$ cat config.mk
export PLATFORM = sky130hd
export DESIGN_NAME = kwu_key_wakeup
export DESIGN_NICKNAME = d
export VERILOG_FILES = /design/src/kwu_pkg.sv /design/src/kwu_key_wakeup.sv
export VERILOG_INCLUDE_DIRS = /design/src /design/src/src
export SDC_FILE = /design/constraint.sdc
export NUM_CORES = 1
export LEC_CHECK = 0
export ABC_AREA = 1
export BUFFER_PORTS_ARGS = -buffer_cell sky130_fd_sc_hd__buf_2
export CORE_ASPECT_RATIO = 1.2
export CORE_UTILIZATION = 48
export CTS_CLUSTER_SIZE = 28
export DETAILED_ROUTE_END_ITERATION = 7
export PLACE_DENSITY = 0.85
export SYNTH_ARGS = -nofsm -noshare
export SYNTH_HDL_FRONTEND = slang
export SYNTH_SLANG_ARGS = --single-unit
$ cat constraint.sdc
create_clock -name pclk -period 1.7 [get_ports pclk]
set_input_delay 0.34 -clock pclk [delete_from_list [all_inputs] [get_ports pclk]]
set_output_delay 0.34 -clock pclk [all_outputs]
set_load 0.01 [all_outputs]
$ cat src/kwu_params.svh
`ifndef KWU_PARAMS_SVH
`define KWU_PARAMS_SVH

// register byte addresses (printed offset not a multiple of four: index times four)
`define KWU_IDX_KEY_WAKE_ENABLE   12'hf9a
`define KWU_ADDR_KEY_WAKE_ENABLE  14'h3e68
`define KWU_ADDR_CTRL             14'h3e6c
`define KWU_ADDR_STATUS           14'h3e70

// field positions
`define KWU_EN_LSB                4
`define KWU_EN_MSB                7
`define KWU_CTRL_RELM             0
`define KWU_CTRL_STOP_REQ         1

// reset values
`define KWU_EN_RESET              4'h0
`define KWU_RELM_RESET            1'b0

`endif

$ cat src/kwu_pkg.sv
package kwu_pkg;

    typedef enum logic [1:0] {
        KWU_RUN    = 2'b00,
        KWU_STOP   = 2'b01,
        KWU_WARMUP = 2'b10
    } kwu_mode_t;

    typedef struct packed {
        logic       stop_pin;
        logic [3:0] key_pins;
    } kwu_pins_t;

    typedef struct packed {
        logic [3:0] en;
        logic       relm;
        kwu_pins_t  s1;
        kwu_pins_t  s2;
        kwu_pins_t  s3;
        kwu_pins_t  stable;
        logic       stop_prev;
        kwu_mode_t  mode;
        logic [31:0] prdata;
        logic       pready;
        logic       pslverr;
        logic       in_stop;
        logic       warmup;
    } kwu_state_t;

endpackage : kwu_pkg

$ cat src/kwu_key_wakeup.sv
`include "kwu_params.svh"
//
// Contract
// (RQ1) four write-only enables, bit7 input five down
// (RQ2) enables cleared at reset, low nibble undefined
// (RQ3) enabled low key input releases stop
// (RQ4) active release source refuses stop, starts warm-up
// (RQ5) level mode: primary high or key low
// (RQ6) edge mode: primary rising edge only
// (RQ7) software checks key inputs high before stop
// (RQ8) software sets key pins as inputs
// (RQ9) primary release pin always enabled source
// (RQ10) primary pin held low for key release
// (RQ11) enabled key inputs not analog in stop
// (RQ12) all release conditions ORed into one request
//
module kwu_key_wakeup
    import kwu_pkg::*;
(
    input  wire logic        pclk,          // system clock 125 MHz
    input  wire logic        presetn,       // async reset, active low
    input  wire logic        psel,          // apb select
    input  wire logic        penable,       // apb enable
    input  wire logic        pwrite,        // apb direction
    input  wire logic [13:0] paddr,         // apb byte address
    input  wire logic [31:0] pwdata,        // apb write data
    output logic      [31:0] prdata,        // apb read data
    output logic             pready,        // apb ready
    output logic             pslverr,       // apb error
    input  wire logic        stop_pin,      // primary release pin
    input  wire logic        key_wake_input_two,   // key wake input 2
    input  wire logic        key_wake_input_three, // key wake input 3
    input  wire logic        key_wake_input_four,  // key wake input 4
    input  wire logic        key_wake_input_five,  // key wake input 5
    output logic             in_stop,       // device is in stop mode
    output logic             warmup_start   // one-cycle warm-up start pulse
);

    kwu_state_t st_reg;
    kwu_state_t st_next;
    kwu_pins_t  raw;
    logic       key_req;
    logic       prim_level;
    logic       prim_edge;
    logic       release_req;
    logic       access;
    logic       stop_cmd;

    assign raw = '{stop_pin: stop_pin,
                   key_pins: {key_wake_input_five, key_wake_input_four,
                              key_wake_input_three, key_wake_input_two}};

    // ************************************************************
    // release request
    // ************************************************************
    function automatic logic key_low(input logic [3:0] en, input logic [3:0] pins);
        key_low = |(en & ~pins);
    endfunction : key_low

    always_comb begin
        key_req    = key_low(st_reg.en, st_reg.stable.key_pins);              // RQ3
        prim_level = st_reg.stable.stop_pin;                                  // RQ9
        prim_edge  = st_reg.stable.stop_pin & ~st_reg.stop_prev;
        if (st_reg.relm) begin
            release_req = prim_level | key_req;                               // RQ5 RQ12
        end else begin
            release_req = prim_edge;                                          // RQ6
        end
    end

    assign access   = psel & penable;
    assign stop_cmd = access & pwrite & (paddr == `KWU_ADDR_CTRL)
                      & pwdata[`KWU_CTRL_STOP_REQ];

    // ************************************************************
    // next state
    // ************************************************************
    always_comb begin
        st_next         = st_reg;
        st_next.s1      = raw;
        st_next.s2      = st_reg.s1;
        st_next.s3      = st_reg.s2;
        st_next.warmup  = 1'b0;
        st_next.pready  = 1'b0;
        st_next.pslverr = 1'b0;
        st_next.prdata  = 32'h0000_0000;
        if (st_reg.s2.stop_pin == st_reg.s3.stop_pin) begin
            st_next.stable.stop_pin = st_reg.s2.stop_pin;
        end
        for (int i = 0; i < 4; i++) begin
            if (st_reg.s2.key_pins[i] == st_reg.s3.key_pins[i]) begin
                st_next.stable.key_pins[i] = st_reg.s2.key_pins[i];
            end
        end
        st_next.stop_prev = st_reg.stable.stop_pin;

        // one wait state: answer on the cycle after the access phase begins
        if (access && !st_reg.pready) begin
            st_next.pready = 1'b1;
            unique case (paddr)
                `KWU_ADDR_KEY_WAKE_ENABLE: begin
                    if (pwrite) begin
                        st_next.en = pwdata[`KWU_EN_MSB:`KWU_EN_LSB];         // RQ1
                    end
                end
                `KWU_ADDR_CTRL: begin
                    if (pwrite) begin
                        st_next.relm = pwdata[`KWU_CTRL_RELM];
                    end else begin
                        st_next.prdata = {31'h0000_0000, st_reg.relm};
                    end
                end
                `KWU_ADDR_STATUS: begin
                    if (!pwrite) begin
                        st_next.prdata = {25'h000_0000, release_req, st_reg.stable.stop_pin,
                                          st_reg.stable.key_pins, st_reg.in_stop};
                    end
                end
                default: st_next.pslverr = 1'b1;
            endcase
        end

        unique case (st_reg.mode)
            KWU_RUN: begin
                if (stop_cmd && !st_reg.pready) begin
                    if ((st_reg.relm & release_req) | prim_level | key_req) begin
                        st_next.mode   = KWU_WARMUP;                          // RQ4
                        st_next.warmup = 1'b1;
                    end else begin
                        st_next.mode = KWU_STOP;
                    end
                end
            end
            KWU_STOP: begin
                if (release_req) begin                                        // RQ12
                    st_next.mode   = KWU_WARMUP;
                    st_next.warmup = 1'b1;
                end
            end
            KWU_WARMUP: st_next.mode = KWU_RUN;
            default:    st_next.mode = KWU_RUN;
        endcase
        st_next.in_stop = (st_next.mode == KWU_STOP);
    end

    always_ff @(posedge pclk or negedge presetn) begin
        if (!presetn) begin
            st_reg        <= '0;
            st_reg.en     <= `KWU_EN_RESET;                                   // RQ2
            st_reg.relm   <= `KWU_RELM_RESET;
            st_reg.s1     <= '{stop_pin: 1'b0, key_pins: 4'hf};
            st_reg.s2     <= '{stop_pin: 1'b0, key_pins: 4'hf};
            st_reg.s3     <= '{stop_pin: 1'b0, key_pins: 4'hf};
            st_reg.stable <= '{stop_pin: 1'b0, key_pins: 4'hf};
            st_reg.mode   <= KWU_RUN;
        end else begin
            st_reg <= st_next;
        end
    end

    assign prdata       = st_reg.prdata;
    assign pready       = st_reg.pready;
    assign pslverr      = st_reg.pslverr;
    assign in_stop      = st_reg.in_stop;
    assign warmup_start = st_reg.warmup;

    // ************************************************************
    // assertions
    // ************************************************************
    enable_reset_a: assert property (@(posedge pclk)                          // RQ2
        $rose(presetn) |-> st_reg.en == 4'h0)
        else $error("enables not cleared at reset");

    enable_write_a: assert property (@(posedge pclk) disable iff (!presetn)   // RQ1
        (access && pwrite && !pready && paddr == `KWU_ADDR_KEY_WAKE_ENABLE)
        |=> st_reg.en == $past(pwdata[7:4]))
        else $error("enable write lost");

    key_release_a: assert property (@(posedge pclk) disable iff (!presetn)    // RQ3
        (in_stop && st_reg.relm && key_req) |=> !in_stop && warmup_start)
        else $error("key low did not release stop");

    refuse_stop_a: assert property (@(posedge pclk) disable iff (!presetn)    // RQ4
        (st_reg.mode == KWU_RUN && stop_cmd && !pready && (prim_level || key_req))
        |=> warmup_start && !in_stop)
        else $error("stop entered with release active");

    level_mode_a: assert property (@(posedge pclk) disable iff (!presetn)     // RQ5
        (in_stop && st_reg.relm && prim_level) |=> !in_stop)
        else $error("level release missed");

    edge_only_a: assert property (@(posedge pclk) disable iff (!presetn)      // RQ6
        (in_stop && !st_reg.relm && !prim_edge) |=> in_stop)
        else $error("edge mode released without rising edge");

    prim_always_a: assert property (@(posedge pclk) disable iff (!presetn)    // RQ9
        (in_stop && prim_edge) |=> !in_stop ##1 st_reg.mode == KWU_RUN)
        else $error("primary pin release missed");

    single_req_a: assert property (@(posedge pclk) disable iff (!presetn)     // RQ12
        warmup_start |-> $past(release_req) || $past(prim_level) || $past(key_req))
        else $error("warm-up without release request");

    level_or_a: assert property (@(posedge pclk) disable iff (!presetn)       // RQ12
        st_reg.relm |-> release_req == (prim_level || key_req))
        else $error("level request is not the or of its sources");

    stay_stop_a: assert property (@(posedge pclk) disable iff (!presetn)      // RQ3
        (in_stop && !release_req) |=> in_stop)
        else $error("stop left without release request");

    stop_entry_a: assert property (@(posedge pclk) disable iff (!presetn)     // RQ4
        (st_reg.mode == KWU_RUN && stop_cmd && !pready
         && !(prim_level || key_req || (st_reg.relm && release_req)))
        |=> in_stop && !warmup_start)
        else $error("stop not entered while sources idle");

    // ************************************************************
    // mode checks
    // ************************************************************
    // warm-up is a single cycle before the block is back in run
    warmup_pulse_a: assert property (@(posedge pclk) disable iff (!presetn)   // RQ4
        warmup_start |=> !warmup_start)
        else $error("warm-up pulse longer than one cycle");

    warmup_run_a: assert property (@(posedge pclk) disable iff (!presetn)     // RQ4
        warmup_start |=> st_reg.mode == KWU_RUN)
        else $error("mode not back in run after warm-up");

    stop_flag_a: assert property (@(posedge pclk) disable iff (!presetn)      // RQ3
        in_stop == (st_reg.mode == KWU_STOP))
        else $error("stop flag disagrees with mode");

    mode_legal_a: assert property (@(posedge pclk) disable iff (!presetn)     // RQ4
        st_reg.mode != 2'b11)
        else $error("illegal mode code");

    relm_reset_a: assert property (@(posedge pclk)                            // RQ6
        $rose(presetn) |-> !st_reg.relm)
        else $error("release mode not edge after reset");

    // the stable copy may only follow once two sampler stages agree
    sync_agree_a: assert property (@(posedge pclk) disable iff (!presetn)     // RQ9
        $changed(st_reg.stable.stop_pin) |-> $past(st_reg.s2.stop_pin == st_reg.s3.stop_pin))
        else $error("primary pin accepted before sampler agreed");

    // ************************************************************
    // register bus checks
    // ************************************************************
    apb_wait_a: assert property (@(posedge pclk) disable iff (!presetn)       // RQ1
        (access && !pready) |=> pready)
        else $error("no answer after one wait state");

    apb_pulse_a: assert property (@(posedge pclk) disable iff (!presetn)      // RQ1
        pready |=> !pready)
        else $error("ready longer than one cycle");

    err_ready_a: assert property (@(posedge pclk) disable iff (!presetn)      // RQ1
        pslverr |-> pready)
        else $error("error without ready");

    data_idle_a: assert property (@(posedge pclk) disable iff (!presetn)      // RQ1
        !pready |-> prdata == 32'h0000_0000)
        else $error("read data outside answer cycle");

    err_unmapped_a: assert property (@(posedge pclk) disable iff (!presetn)   // RQ1
        (access && !pready && paddr != `KWU_ADDR_KEY_WAKE_ENABLE
         && paddr != `KWU_ADDR_CTRL && paddr != `KWU_ADDR_STATUS)
        |=> pslverr && prdata == 32'h0000_0000)
        else $error("unmapped address not refused");

    en_read_zero_a: assert property (@(posedge pclk) disable iff (!presetn)   // RQ1
        (access && !pwrite && !pready && paddr == `KWU_ADDR_KEY_WAKE_ENABLE)
        |=> prdata == 32'h0000_0000)
        else $error("write-only enables read back");

    enable_hold_a: assert property (@(posedge pclk) disable iff (!presetn)    // RQ1
        !(access && pwrite && !pready && paddr == `KWU_ADDR_KEY_WAKE_ENABLE)
        |=> $stable(st_reg.en))
        else $error("enables changed without a write");

    ctrl_read_a: assert property (@(posedge pclk) disable iff (!presetn)      // RQ5
        (access && !pwrite && !pready && paddr == `KWU_ADDR_CTRL)
        |=> prdata == {31'h0000_0000, $past(st_reg.relm)})
        else $error("release mode read back wrong");

    // status shows the stop flag in bit zero
    status_read_a: assert property (@(posedge pclk) disable iff (!presetn)    // RQ3
        (access && !pwrite && !pready && paddr == `KWU_ADDR_STATUS)
        |=> prdata[0] == $past(st_reg.in_stop))
        else $error("status stop flag wrong");

    // a refused stop must never also raise the stop flag
    refuse_flag_a: assert property (@(posedge pclk) disable iff (!presetn)    // RQ4
        warmup_start |-> !in_stop)
        else $error("stop flag high during warm-up");

endmodule : kwu_key_wakeup

==> impl_metrics.yaml <==
status:
  status: "finished with violations"
  violations: "design-rule violations"
yosys:
  synth-seq-cells: 39
  synthMuxAreaShare_pct: 0
  yosys.area_share.simple_pct: 18.2
  synth_area_leader_cell: "dfrtp_1"
  synth-seq-area-share_pct: 57.4
  synth.yosys.warnings: 0
  synth_xor_xnor_area_share_pct: 0
  synth_cell_types: 23
  yosysTopAreaCellShare_pct: 33.2
  syn_avg_cell_area_sq_um: 10.1
  synthAdderAreaFrac_pct: 2.88
  yosys-top-cells-area: "dfrtp_1, dfstp_2, buf_4"
  netlist_area_sq_um: 1740
  syn_inst: 172
  synth_top_family_by_area: "buffers and inverters"
  synth_compound_area_share_pct: 2.24
layout:
  syn_to_final_growth_pct: 10.9
  drive_gt1_share_pct: 36.6
  fin_util_pct: 56.7
  antenna_cells: 0
  fin_nets: 268
  layout_commonest_cell: "buf_2"
  multiInputGateArea_sq_um: 499
  final_cell_mix: "buf_2, conb_1, nand2_1, dfrtp_1, inv_1"
  nFillCells: 319
  regArea_sq_um: 996
  finalInstanceArea_sq_um: 1920
  largest_reg_flops: 17
timing:
  finalCritPeriodShare_pct: 72.5
  period_needed_ns: 1.23
  rsz0062_at_grt: "false"
  slew_viol_final: 0
  setup_violations: 0
  hold_violations: 0
  fin_skew_ns: 0.00741
  clock.fmax_mhz: 811
  setup_slack_ns: 0.467
  fin_hold_ws_ns: 0.0798
  fin_setup_tns_ns: 0
worst_setup_path:
  cp_top_family: "flip-flops"
  crit_slowest_cell: "dfstp_2"
  crit_type: "reg -> reg"
  startpoint_type: "register"
  slowest_delay_ns: 0.54
  cp_cell_sequence: "inv_1, nand2_1, nand3_1, nor2_1, nor2_1, inv_1, nand2_1, nand2_1"
  required_ns: 1.93
  cpMostUsedCell: "nand2_1"
  worstPathMaxFanout: 2
  endpoint_kind: "register"
  cp.arrival_ns: 1.46
  crit_buf_inv: 2
route:
  drc: 12
  dr.pass1.iters: 6
  drt_iter0_drc: 18
  vias_per_cell: 4.17
  finalWirelength_microns: 2390
  ant_nets: 0
  wire_per_inst_microns: 9.54
  dr_total_vias: 1043
grt:
  grt_pass1_vias: 898
  track_usage_pct: 14.1
  overflow: 0
  antenna_found_initial: 0
  grt_pass1_wl_microns: 3860
  grt_max_degree: 40
placed_design:
  post-dp-hpwl_microns: 1760
  numPortBuffers: 40
  gp_congestion: 0.751
  place_ws_ns: 0.460
  place_area_sq_um: 1840
cts:
  cts.path.max_buffers: 2
  clk_latency_ns: 0.29
  post-cts-setup-buffers: 0
  clock-sinks: 39
  cts_buffers: 5
  clk_pin_slew_ns: 0.07
  htree_levels: 2
  cts_tree: "yes"
  clock_tree.root_cell: "clkbuf_8"
  cts_resized: 0
  ctsHoldBuffers: 0
die:
  io_pins: 92
  dieHeight_microns: 67.9
  rows: 23
  dieArea_sq_um: 3860
  start_util_pct: 51.1
  die_w_microns: 56.9
  fp.coreArea_sq_um: 3400
power:
  leakage_nw: 1.06
  p_per_area_nw_per_um2: 897
  ir_worst_vdd_v: 0.000566
run:
  cap_viol_max_count: 0
min_path:
  hp-class: "in -> async"
path summary, 6_finish.rpt:
kind,to,depth (start not counted),from,slack (ns)
setup / recovery,in_stop,8,st_reg[39],0.47
hold / removal,st_reg[62],2,presetn,0.08
setup reg to reg,in_stop,8,st_reg[39],0.47
hold reg to reg,st_next[48],0,st_next[53],0.35
max in group asynchronous,st_reg[45],2,presetn,1.27
min in group pclk,st_next[50],1,key_wake_input_three,0.14
synthesized netlist by cell type:
| master | count |
|---|---|
| nand3_1 | 8 |
| buf_4 | 32 |
| inv_1 | 22 |
| or2_2 | 1 |
| nor3_2 | 1 |
| nand3_4 | 1 |
| nor2_4 | 1 |
| o21ai_0 | 2 |
| maj3_1 | 5 |
| inv_2 | 2 |
| conb_1 | 1 |
| and2_1 | 1 |
| o21ai_2 | 1 |
| nand3_2 | 1 |
| o21ai_1 | 4 |
| dfstp_2 | 16 |
| dfrtp_1 | 23 |
| nor3_4 | 1 |
| nand4_1 | 1 |
| nand2_1 | 24 |
| nor2_1 | 19 |
| nand2_2 | 1 |
| nor2_2 | 4 |
through the flow:
stage / instances / total power [mW]
after global placement: 242 / 1.15
after global routing: 250 / 1.82
after floorplan: 196 / 1.13
final: 250 / 1.73
after detailed placement: 242 / 1.15
after CTS: 250 / 1.75
report_power, final:
group / internal, mW / leakage, nW / total [mW] / switching [mW]
combinational: 0.0501 / 0.546 / 0.139 / 0.0889
sequential: 0.981 / 0.471 / 0.998 / 0.0166
clock: 0.286 / 0.0412 / 0.590 / 0.304
total: 1.32 / 1.06 / 1.73 / 0.409
cells by family after synthesis:
family	after synthesis
AOI/OAI and AO/OA	7
adders and majority gates	5
DFF	39
and+or+nand+nor	64
other	1
buffers and inverters	56
worst reg2reg max path: cells and delay by family, from the launching register on:
kind | cells | cell delay [ns]
flops | 1 | 0.54
simple gates | 6 | 0.52
buf+inv | 2 | 0.12
final cells by class:
cell class | instances | area share, %
clock inverter | 2 | 0.650
inverter | 24 | 4.68
multi-input combinational | 101 | 25.9
timing repair buffer | 41 | 10.8
sequential | 39 | 51.8
clock buffer | 6 | 3.77
tap | 37 | 2.41
per-layer routing:
| layer | wire [microns] | global-route usage [%] | up-vias |
|---|---|---|---|
| met2 | 1210 | 23.7 | 35 |
| met3 | 153 | 6.43 | 5 |
| met4 | 55 | 8.23 | 0 |
| li1 | - | - | 541 |
| met5 | 0 | 0 | - |
| met1 | 966 | 14.7 | 462 |
Power figures use the tool's default switching activity.
